==> config.mk <==
export PLATFORM = sky130hd
export DESIGN_NAME = uart_enhanced_baud_lin
export DESIGN_NICKNAME = d
export VERILOG_FILES = /design/src/design/uart_enh_pkg.sv /design/src/design/uart_enhanced_baud_lin.sv
export VERILOG_INCLUDE_DIRS = /design/src /design/src/design
export SDC_FILE = /design/constraint.sdc
export NUM_CORES = 1
export LEC_CHECK = 0
export BUFFER_PORTS_ARGS = -buffer_cell sky130_fd_sc_hd__buf_2
export CORE_MARGIN = 5
export CORE_UTILIZATION = 66
export DETAILED_ROUTE_END_ITERATION = 16
export GPL_TIMING_DRIVEN = 0
export PLACE_DENSITY = 0.91
export SETUP_SLACK_MARGIN = 0.05
export SKIP_LAST_GASP = 1
export SYNTH_ARGS = -nofsm -noshare
export SYNTH_HDL_FRONTEND = slang
export SYNTH_SLANG_ARGS = --single-unit
==> constraint.sdc <==
create_clock -name core_clk -period 7.8 [get_ports core_clk]
set_input_delay 1.17 -clock core_clk [delete_from_list [all_inputs] [get_ports core_clk]]
set_output_delay 1.17 -clock core_clk [all_outputs]
set_load 0.1 [all_outputs]
==> src/design/uart_enh_consts.svh <==
// Register map, field positions and timing constants of the enhanced serial block
`ifndef UART_ENH_CONSTS_SVH
`define UART_ENH_CONSTS_SVH
`define UE_ADDR_BUFFER 8'h99
`define UE_ADDR_RELOAD 8'h9a
`define UE_ADDR_COUNTER 8'h9b
`define UE_ADDR_LIN_CFG 8'h9d
`define UE_ADDR_SHARED 8'hb9
`define UE_RESET_BYTE 8'h00
`define UE_WRITABLE_MASK 8'hfc
`define UE_COUNTER_FULL 8'hff
`define UE_PRESCALE_LAST 4'hb
`define UE_BIT_RUN 7
`define UE_BIT_UNDIV 6
`define UE_BIT_TXGEN 5
`define UE_BIT_RXGEN 4
`define UE_BIT_CKOE 3
`define UE_BIT_ART 2
`define UE_BIT_BRKF 7
`define UE_BIT_TXERR 6
`define UE_BIT_LONG 5
`define UE_BIT_ABR 4
`define UE_BIT_DIR 3
`define UE_BIT_BRKC 2
`define UE_MODE_UART8 3'b001
`define UE_MODE_FIXED9 3'b010
`define UE_MODE_UART9 3'b011
`define UE_MODE_LIN 3'b101
`define UE_OVF_PER_BIT_LAST 4'hf
`define UE_BREAK_SHORT 5'd13
`define UE_BREAK_LONG 5'd16
`define UE_BREAK_DETECT 5'd11
`define UE_SYNC_FALLS_LAST 3'd3
`endif

==> src/design/uart_enh_pkg.sv <==
// Types shared by the enhanced serial block
package uart_enh_pkg;
    typedef enum logic [2:0] {
        LIN_IDLE,
        LIN_BRK_TX,
        LIN_BRK_WAIT,
        LIN_SYNC_WAIT,
        LIN_SYNC_MEAS
    } lin_state_t;
endpackage : uart_enh_pkg

==> src/design/uart_enhanced_baud_lin.sv <==
// Baud generator, clock output, LIN engine and transmit FIFO of the first serial port
`timescale 1ns/1ps
`default_nettype none
`include "uart_enh_consts.svh"

// ============================================================
// Transmit FIFO
module tx_fifo #(
    parameter int WIDTH = 8,
    parameter int DEPTH = 32
) (
    input wire logic core_clk,
    input wire logic rst_n,
    input wire logic in_valid,
    input wire logic [WIDTH-1:0] in_data,
    output logic in_ready,
    output logic out_valid,
    output logic [WIDTH-1:0] out_data,
    input wire logic out_ready
);
    localparam int AW = $clog2(DEPTH);
    logic [WIDTH-1:0] mem [DEPTH];
    logic [AW-1:0] wr_ptr;
    logic [AW-1:0] rd_ptr;
    logic [AW:0] count;
    wire push = in_valid && in_ready;
    wire pop = out_valid && out_ready;
    assign in_ready = count != AW'(0) + (AW+1)'(DEPTH);
    assign out_valid = count != '0;
    assign out_data = mem[rd_ptr];

    always_ff @(posedge core_clk)
    begin
        if (push)
        begin
            mem[wr_ptr] <= in_data;
        end
    end

    always_ff @(posedge core_clk)
    begin
        if (!rst_n)
        begin
            wr_ptr <= '0;
            rd_ptr <= '0;
            count <= '0;
        end
        else
        begin
            if (push)
                wr_ptr <= wr_ptr + AW'(1);
            if (pop)
                rd_ptr <= rd_ptr + AW'(1);
            if (push && !pop)
                count <= count + (AW+1)'(1);
            else if (pop && !push)
                count <= count - (AW+1)'(1);
        end
    end
endmodule : tx_fifo

// ============================================================
// Top
module uart_enhanced_baud_lin #(
    parameter int FIFO_DEPTH = 32
) (
    input wire logic core_clk,
    input wire logic rst_n,
    input wire logic [7:0] sfr_addr,
    input wire logic [7:0] sfr_wdata,
    input wire logic sfr_we,
    input wire logic sfr_re,
    output logic [7:0] sfr_rdata,
    input wire logic window_select,
    input wire logic [2:0] serial_mode,
    input wire logic default_tick,
    output logic gen_overflow,
    output logic tx_tick,
    output logic rx_tick,
    output logic timer_only,
    output logic lin_mode,
    output logic auto_repeat_tx,
    output logic [7:0] address_mask_reg,
    output logic clock_out_pin,
    output logic clock_out_pin_oe,
    input wire logic lin_rx_pin,
    input wire logic engine_tx_level,
    output logic lin_tx_out,
    output logic tx_flag_set,
    output logic rx_flag_set,
    output logic [7:0] tx_data,
    output logic tx_valid,
    input wire logic tx_ready,
    output logic buf_ready
);
    logic [7:0] baud_reload;
    logic [7:0] baud_counter;
    logic [7:0] enhanced_control;
    logic [7:0] lin_config;
    logic [3:0] pre_cnt;
    logic [3:0] sub_cnt;
    logic [4:0] bit_cnt;
    logic [2:0] fall_cnt;
    logic [15:0] meas;
    logic clk_toggle;
    logic rx_meta;
    logic rx_s;
    logic rx_prev;
    uart_enh_pkg::lin_state_t state;
    uart_enh_pkg::lin_state_t next_state;

    // ============================================================
    // Register decode
    wire wr_rel = sfr_we && sfr_addr == `UE_ADDR_RELOAD;
    wire wr_cnt = sfr_we && sfr_addr == `UE_ADDR_COUNTER;
    wire wr_lin = sfr_we && sfr_addr == `UE_ADDR_LIN_CFG;
    wire wr_buf = sfr_we && sfr_addr == `UE_ADDR_BUFFER;
    wire wr_shared = sfr_we && sfr_addr == `UE_ADDR_SHARED;
    wire wr_enh = wr_shared && window_select;
    wire wr_mask = wr_shared && !window_select;
    wire gen_run = enhanced_control[`UE_BIT_RUN];
    wire gen_clock_undivided = enhanced_control[`UE_BIT_UNDIV];
    wire tx_clock_from_gen = enhanced_control[`UE_BIT_TXGEN];
    wire rx_clock_from_gen = enhanced_control[`UE_BIT_RXGEN];
    wire clock_out_enable = enhanced_control[`UE_BIT_CKOE];
    wire long_break_select = lin_config[`UE_BIT_LONG];
    wire auto_baud = lin_config[`UE_BIT_ABR];
    wire lin_direction = lin_config[`UE_BIT_DIR];
    wire break_control = lin_config[`UE_BIT_BRKC];
    wire [7:0] shared_rd = window_select ? enhanced_control : address_mask_reg;
    wire [7:0] rd_val = sfr_addr == `UE_ADDR_RELOAD ? baud_reload :
                        sfr_addr == `UE_ADDR_COUNTER ? baud_counter :
                        sfr_addr == `UE_ADDR_LIN_CFG ? lin_config :
                        sfr_addr == `UE_ADDR_SHARED ? shared_rd : `UE_RESET_BYTE;

    // ============================================================
    // Baud generator
    wire pre_wrap = pre_cnt == `UE_PRESCALE_LAST;
    wire gen_clk_en = gen_clock_undivided || pre_wrap;
    wire count_en = gen_run && gen_clk_en;
    wire ovf = count_en && baud_counter == `UE_COUNTER_FULL;
    wire abr_load;
    wire [7:0] abr_val = `UE_RESET_BYTE - meas[14:7];

    always_ff @(posedge core_clk)
    begin
        if (!rst_n)
            pre_cnt <= '0;
        else
            pre_cnt <= pre_wrap ? 4'h0 : pre_cnt + 4'h1;
    end

    always_ff @(posedge core_clk)
    begin
        if (!rst_n)
        begin
            baud_counter <= `UE_RESET_BYTE;
            baud_reload <= `UE_RESET_BYTE;
            gen_overflow <= 1'b0;
        end
        else
        begin
            gen_overflow <= ovf;
            if (wr_rel)
                baud_reload <= sfr_wdata;
            else if (abr_load)
                baud_reload <= abr_val;
            if (wr_cnt)
                baud_counter <= sfr_wdata;
            else if (wr_rel && !gen_run)
                baud_counter <= sfr_wdata;
            else if (abr_load)
                baud_counter <= abr_val;
            else if (ovf)
                baud_counter <= baud_reload;
            else if (count_en)
                baud_counter <= baud_counter + 8'h01;
        end
    end

    // ============================================================
    // Time base selection
    wire mode_fixed9 = serial_mode == `UE_MODE_FIXED9;
    wire both_sel = tx_clock_from_gen && rx_clock_from_gen;
    assign timer_only = mode_fixed9 && both_sel;
    assign lin_mode = serial_mode == `UE_MODE_LIN && both_sel;
    // Modes 001/011 and one-select 010 all reduce to a per-direction choice
    assign tx_tick = timer_only ? 1'b0 : tx_clock_from_gen ? gen_overflow : default_tick;
    assign rx_tick = timer_only ? 1'b0 : rx_clock_from_gen ? gen_overflow : default_tick;
    assign auto_repeat_tx = enhanced_control[`UE_BIT_ART];
    assign clock_out_pin = clk_toggle && clock_out_enable;
    assign clock_out_pin_oe = clock_out_enable;

    always_ff @(posedge core_clk)
    begin
        if (!rst_n)
            clk_toggle <= 1'b0;
        else if (gen_overflow)
            clk_toggle <= !clk_toggle;
    end

    // ============================================================
    // LIN engine
    wire bit_tick = gen_overflow && sub_cnt == `UE_OVF_PER_BIT_LAST;
    wire rx_fall = rx_prev && !rx_s;
    wire [4:0] break_len = long_break_select ? `UE_BREAK_LONG : `UE_BREAK_SHORT;
    wire in_brk_tx = state == uart_enh_pkg::LIN_BRK_TX;
    wire brk_tx_done = in_brk_tx && bit_tick && bit_cnt + 5'd1 == break_len;
    wire brk_rx_done = state == uart_enh_pkg::LIN_BRK_WAIT && rx_s &&
                       bit_cnt >= `UE_BREAK_DETECT;
    wire brk_done = brk_tx_done || brk_rx_done;
    // Mismatch between what we drive and what the bus shows
    wire drive_level = in_brk_tx ? 1'b0 : engine_tx_level;
    wire err_evt = lin_mode && lin_direction && bit_tick && drive_level != rx_s;
    assign abr_load = state == uart_enh_pkg::LIN_SYNC_MEAS && rx_fall &&
                      fall_cnt == `UE_SYNC_FALLS_LAST;
    assign lin_tx_out = !in_brk_tx;

    always_comb
    begin
        next_state = state;
        case (state)
            uart_enh_pkg::LIN_IDLE:
                if (lin_mode && break_control && lin_direction && wr_buf)
                    next_state = uart_enh_pkg::LIN_BRK_TX;
                else if (lin_mode && break_control && !lin_direction)
                    next_state = uart_enh_pkg::LIN_BRK_WAIT;
            uart_enh_pkg::LIN_BRK_TX:
                if (brk_tx_done)
                    next_state = uart_enh_pkg::LIN_IDLE;
            uart_enh_pkg::LIN_BRK_WAIT:
                if (!lin_mode || !break_control)
                    next_state = uart_enh_pkg::LIN_IDLE;
                else if (brk_rx_done)
                    next_state = auto_baud ? uart_enh_pkg::LIN_SYNC_WAIT :
                                 uart_enh_pkg::LIN_IDLE;
            uart_enh_pkg::LIN_SYNC_WAIT:
                if (!lin_mode || !auto_baud)
                    next_state = uart_enh_pkg::LIN_IDLE;
                else if (rx_fall)
                    next_state = uart_enh_pkg::LIN_SYNC_MEAS;
            uart_enh_pkg::LIN_SYNC_MEAS:
                if (!lin_mode || abr_load)
                    next_state = uart_enh_pkg::LIN_IDLE;
            default:
                next_state = uart_enh_pkg::LIN_IDLE;
        endcase
    end

    always_ff @(posedge core_clk)
    begin
        if (!rst_n)
        begin
            rx_meta <= 1'b1;
            rx_s <= 1'b1;
            rx_prev <= 1'b1;
        end
        else
        begin
            rx_meta <= lin_rx_pin;
            rx_s <= rx_meta;
            rx_prev <= rx_s;
        end
    end

    always_ff @(posedge core_clk)
    begin
        if (!rst_n)
        begin
            state <= uart_enh_pkg::LIN_IDLE;
            sub_cnt <= '0;
            bit_cnt <= '0;
            fall_cnt <= '0;
            meas <= '0;
        end
        else
        begin
            state <= next_state;
            // Bit phase restarts with each break so its length is exact,
            // and runs freely otherwise so bus errors are still sampled
            if (state == uart_enh_pkg::LIN_IDLE && next_state != uart_enh_pkg::LIN_IDLE)
                sub_cnt <= '0;
            else if (gen_overflow)
                sub_cnt <= sub_cnt + 4'h1;
            if (state != next_state || (state == uart_enh_pkg::LIN_BRK_WAIT && rx_s))
                bit_cnt <= '0;
            else if (bit_tick && bit_cnt != 5'h1f)
                bit_cnt <= bit_cnt + 5'd1;
            if (state == uart_enh_pkg::LIN_SYNC_WAIT)
            begin
                fall_cnt <= '0;
                // The tick at the first falling edge belongs to the field
                meas <= {15'h0000, gen_clk_en};
            end
            else if (state == uart_enh_pkg::LIN_SYNC_MEAS)
            begin
                // Counts prescaled ticks; eight bits of sixteen overflows each
                if (gen_clk_en && meas != 16'hffff)
                    meas <= meas + 16'h0001;
                if (rx_fall)
                    fall_cnt <= fall_cnt + 3'd1;
            end
        end
    end

    // ============================================================
    // Control registers and read data
    always_ff @(posedge core_clk)
    begin
        if (!rst_n)
        begin
            enhanced_control <= `UE_RESET_BYTE;
            address_mask_reg <= `UE_RESET_BYTE;
            lin_config <= `UE_RESET_BYTE;
            sfr_rdata <= `UE_RESET_BYTE;
            tx_flag_set <= 1'b0;
            rx_flag_set <= 1'b0;
        end
        else
        begin
            tx_flag_set <= brk_tx_done;
            rx_flag_set <= brk_rx_done;
            if (sfr_re)
                sfr_rdata <= rd_val;
            if (wr_enh)
                enhanced_control <= sfr_wdata & `UE_WRITABLE_MASK;
            if (wr_mask)
                address_mask_reg <= sfr_wdata;
            // Hardware set beats a same-cycle write-one clear
            lin_config[`UE_BIT_BRKF] <= brk_done ||
                (lin_config[`UE_BIT_BRKF] && !(wr_lin && sfr_wdata[`UE_BIT_BRKF]));
            lin_config[`UE_BIT_TXERR] <= err_evt ||
                (lin_config[`UE_BIT_TXERR] && !(wr_lin && sfr_wdata[`UE_BIT_TXERR]));
            if (wr_lin)
            begin
                lin_config[`UE_BIT_LONG] <= sfr_wdata[`UE_BIT_LONG];
                lin_config[`UE_BIT_ABR] <= sfr_wdata[`UE_BIT_ABR];
                lin_config[`UE_BIT_DIR] <= sfr_wdata[`UE_BIT_DIR];
                lin_config[`UE_BIT_BRKC] <= sfr_wdata[`UE_BIT_BRKC];
            end
            else
            begin
                if (abr_load)
                    lin_config[`UE_BIT_ABR] <= 1'b0;
                if (brk_done)
                    lin_config[`UE_BIT_BRKC] <= 1'b0;
            end
        end
    end

    // ============================================================
    // Transmit buffer; output held back while this block transmits a break (LIN_BRK_TX)
    logic fifo_valid;
    tx_fifo #(.WIDTH(8), .DEPTH(FIFO_DEPTH)) u_fifo (
        .core_clk(core_clk),
        .rst_n(rst_n),
        .in_valid(wr_buf),
        .in_data(sfr_wdata),
        .in_ready(buf_ready),
        .out_valid(fifo_valid),
        .out_data(tx_data),
        .out_ready(tx_ready && !in_brk_tx)
    );
    assign tx_valid = fifo_valid && !in_brk_tx;

    // ============================================================
    // Checks
    wire quiet = !wr_cnt && !wr_rel && !abr_load;
    property p_window_enh;
        @(posedge core_clk) disable iff (!rst_n)
        wr_enh |=> enhanced_control == ($past(sfr_wdata) & `UE_WRITABLE_MASK);
    endproperty
    a_window_enh: assert property (p_window_enh) else $error("enh write lost");
    property p_window_mask;
        @(posedge core_clk) disable iff (!rst_n)
        wr_mask |=> address_mask_reg == $past(sfr_wdata) && $stable(enhanced_control);
    endproperty
    a_window_mask: assert property (p_window_mask) else $error("mask write lost");
    property p_stopped;
        @(posedge core_clk) disable iff (!rst_n)
        !gen_run && quiet |=> baud_counter == $past(baud_counter) && !gen_overflow;
    endproperty
    a_stopped: assert property (p_stopped) else $error("counter moved");
    property p_div12;
        @(posedge core_clk) disable iff (!rst_n)
        count_en && !gen_clock_undivided |=> !count_en [*8];
    endproperty
    a_div12: assert property (p_div12) else $error("prescale too fast");
    property p_reload;
        @(posedge core_clk) disable iff (!rst_n)
        ovf && quiet |=> gen_overflow && baud_counter == $past(baud_reload);
    endproperty
    a_reload: assert property (p_reload) else $error("no reload");
    property p_rel_stopped;
        @(posedge core_clk) disable iff (!rst_n)
        wr_rel && !wr_cnt && !gen_run |=> baud_counter == $past(sfr_wdata);
    endproperty
    a_rel_stopped: assert property (p_rel_stopped) else $error("reload not loaded");
    property p_cnt_write;
        @(posedge core_clk) disable iff (!rst_n)
        wr_cnt && !wr_rel && !abr_load |=> baud_reload == $past(baud_reload);
    endproperty
    a_cnt_write: assert property (p_cnt_write) else $error("reload disturbed");
    property p_clk_out;
        @(posedge core_clk) disable iff (!rst_n)
        gen_overflow && clock_out_enable && $stable(clock_out_enable) && !wr_enh
        |=> clock_out_pin != $past(clock_out_pin);
    endproperty
    a_clk_out: assert property (p_clk_out) else $error("clock out stuck");
    property p_timer_only;
        @(posedge core_clk) disable iff (!rst_n)
        timer_only |-> !tx_tick && !rx_tick;
    endproperty
    a_timer_only: assert property (p_timer_only) else $error("serial tick in timer mode");
    property p_brk_flag;
        @(posedge core_clk) disable iff (!rst_n)
        brk_done |=> lin_config[`UE_BIT_BRKF] && (tx_flag_set || rx_flag_set);
    endproperty
    a_brk_flag: assert property (p_brk_flag) else $error("break flag missing");
    property p_brk_clear;
        @(posedge core_clk) disable iff (!rst_n)
        brk_done && !wr_lin |=> !break_control;
    endproperty
    a_brk_clear: assert property (p_brk_clear) else $error("break control stuck");
    c_brk_tx: cover property (@(posedge core_clk) disable iff (!rst_n) brk_tx_done);
    c_brk_rx: cover property (@(posedge core_clk) disable iff (!rst_n) brk_rx_done);
    c_abr: cover property (@(posedge core_clk) disable iff (!rst_n) abr_load);
    c_full: cover property (@(posedge core_clk) disable iff (!rst_n) !buf_ready);
endmodule : uart_enhanced_baud_lin
`default_nettype wire

==> results.yml <==
critical_path:
  r2r-start: "u_fifo.count[0]"
  critPathCapture: "tx_data[5]"
  crit_path_start_kind: "register"
  crit_path_end_kind: "output port"
  worst-endpoint-required_ns: 6.63
  r2r-end: "u_fifo.count[5]"
  worst-path-max-fanout: 10
  r2r_cells: 12
  worstPathArrival_ns: 3.82
  critical_path_class: "reg2out"
  worst-r2r-setup-slack_ns: 4.33
clock_tree:
  cts-root-buf: "clkbuf_16"
  clockBufferDepth: 3
  clock-sinks: 363
  path_clk_slew_ns: 0.06
  cts_htree_levels: 2
  post_cts_resized: 0
  postCtsSetupRepairBufs: 0
  insertion_delay_ns: 0.54
  cts_tree: "built"
  numCtsBuffers: 37
  holdBufCountCts: 0
place:
  dpl.hpwl_mm: 24.3
  place_congestion: 0.949
  io_buffers: 61
detailed_routing:
  dr.pass1.iters: 5
  wirelength_mm: 39.6
  routed-via-count: 10100
  wl_per_cell_um: 26.9
  via_per_inst: 6.88
  ant_nets: 0
  remaining_drc_errors: 0
  drt_iter0_markers: 1584
floorplan:
  num_rows: 55
  fp.dieH_um: 162
  die_w_um: 162
  io_pins: 65
  initial_core_util: 0.673
  core_mm2: 0.0227
  die_area_mm2: 0.0263
yosys:
  ys_warn_count: 0
  syn_area_per_cell_um2: 14.4
  synth-edff-count: 256
  seq_area_frac_synth: 0.643
  synthCells: 1061
  synth-async-reset-ratio: 0
  ys.flop_type: "edfxtp_1"
  ys_ff_latch: 363
  syn_area_mm2: 0.0153
  synthDistinctLibCells: 61
  syn_nets: 1110
status:
  outcome: "completed"
worst_hold_path:
  hold_depth: 1
  worstHoldPathType: "reg2reg"
finish:
  ff_latch_area_mm2: 0.00983
  n_fill_cell: 1257
  areaGrowthSynthToFinish_pct: 11.8
  drive_gt1_frac: 0.190
  antennaDiodeCount: 0
  reg_top3: "u_fifo.mem x256, meas x16"
  multi_input_area_mm2: 0.00518
  regMostFlops: "u_fifo.mem"
  layout.nets: 1210
  largest_reg_flops: 256
global_route:
  grt_overflow: 0
  grt_pass1_vias: 10100
  grt_pass1_wl_mm: 61.0
  grt_util_all_layers: 0.305
  grt_antenna_before_repair: 0
  grt_max_degree: 38
sta:
  finalHoldViolations: 0
  max-slew-margin-rel: 0.350
  rsz0062_at_grt: "false"
  skew_ns: 0.0240
  max_freq_mhz: 200
  finalMaxSlewViolations: 0
  finalCriticalPeriod_ns: 4.99
  fin_setup_tns_ns: 0
  period_share: 0.640
  setup_viol: 0
  tightestPinTransition_ns: 0.971
pwr:
  total_power_w: 0.00479
  vdd_ir_drop_max_v: 0.000332
  p_leak_nw: 5.72
  power_density_mw_per_mm2: 280
job:
  drv_cap: 0
-- worst max-delay path, cell delays in order (launching register included) --
cell and delay (ns):
dfxtp_1 0.30, clkbuf_1 0.62, buf_1 0.75, mux4_2 0.51
mux4_2 0.52, mux2_2 0.29, buf_2 0.29
-- routing by layer --
| layer | vias to the layer above | GRT usage | wire length [µm] |
|---|---|---|---|
| met5 | - | 0 | 0 |
| met4 | 0 | 0.113 | 1860 |
| met3 | 172 | 0.0622 | 3980 |
| met2 | 753 | 0.513 | 19400 |
| met1 | 4964 | 0.399 | 14300 |
| li1 | 4246 | - | - |
-- cell type report --
class                           count  share of cell area
Clock buffer                       47              0.0587
Sequential cell                   363               0.575
Timing Repair Buffer               61              0.0178
Inverter                           15             0.00329
Multi-Input combinational cell    632               0.303
Buffer                             51              0.0132
Clock inverter                     19             0.00849
Tap cell                          285              0.0208
-- how the worst min path moves through the flow --
stage / end / slack (ns) / startpoint
detailed placement: rx_s / 0.40 / rx_meta
global route: rx_s / 0.45 / rx_meta
finish: rx_s / 0.41 / rx_meta
floorplan: rx_s / 0.39 / rx_meta
global placement: rx_s / 0.39 / rx_meta
CTS: rx_s / 0.42 / rx_meta
-- synth_stat cells (all sizes together), types with 7 or more instances --
cell type | number | area (µm²)
nor3 | 14 | 80.1
nand2 | 71 | 269
nand3 | 25 | 125
buf | 19 | 106
a31oi | 8 | 50.1
mux2i | 25 | 250
nor2 | 137 | 514
a21oi | 40 | 200
nor4 | 7 | 43.8
xnor2 | 25 | 219
ha | 20 | 250
dfxtp | 107 | 2140
edfxtp | 256 | 7690
a211oi | 9 | 67.6
mux4 | 80 | 1800
inv | 15 | 56.3
and3 | 9 | 56.3
nand4 | 13 | 81.3
nand2b | 7 | 43.8
clkbuf | 32 | 120
mux2 | 9 | 101
o21ai | 33 | 173
xor2 | 23 | 201
-- cells in the final DEF (no fill, tap or decap), types with 8 or more instances in the layout --
master	n
a211oi_1	9
buf_1	8
mux2i_1	25
nor3_1	12
mux2_2	9
clkbuf_1	39
xor2_1	23
o21ai_0	31
dfxtp_1	107
a31oi_1	8
a21oi_1	40
edfxtp_1	256
mux4_2	80
xnor2_1	25
nor2_1	137
inv_1	15
nand3_1	25
nand4_1	13
nand2_1	70
and3_1	9
clkbuf_16	38
buf_2	65
ha_1	20
-- report_power, final --
part / total [W] / internal [W] / switching, W
clock: 0.00170 / 0.000953 / 0.000751
combinational: 0.000978 / 0.000379 / 0.000599
sequential: 0.00211 / 0.00208 / 0.0000237
total: 0.00479 / 0.00342 / 0.00137
-- per-stage QoR --
stage          worst slack (ns)  area, µm²  hold slack, ns  utilization  std cells
2_1_floorplan             0.415      15300           0.386            -       1061
3_3_place_gp               3.49      16000           0.392        0.703       1407
3_5_place_dp               3.31      16000           0.400        0.703       1407
4_1_cts                    2.94      17100           0.417        0.753       1473
5_1_grt                    2.86      17100           0.446        0.753       1473
6_report                   2.81      17100           0.415        0.753       1473
-- cells by family after synthesis --
logic type	synth area share
adder cells (fa/ha/maj)	0.0177
AND/OR/NAND/NOR	0.0983
XOR/XNOR	0.0275
multiplexers	0.141
AO/OA/AOI/OAI	0.0545
buffers and inverters	0.0185
flip-flops	0.643
Note: power is estimated with default switching activity, not from simulation.
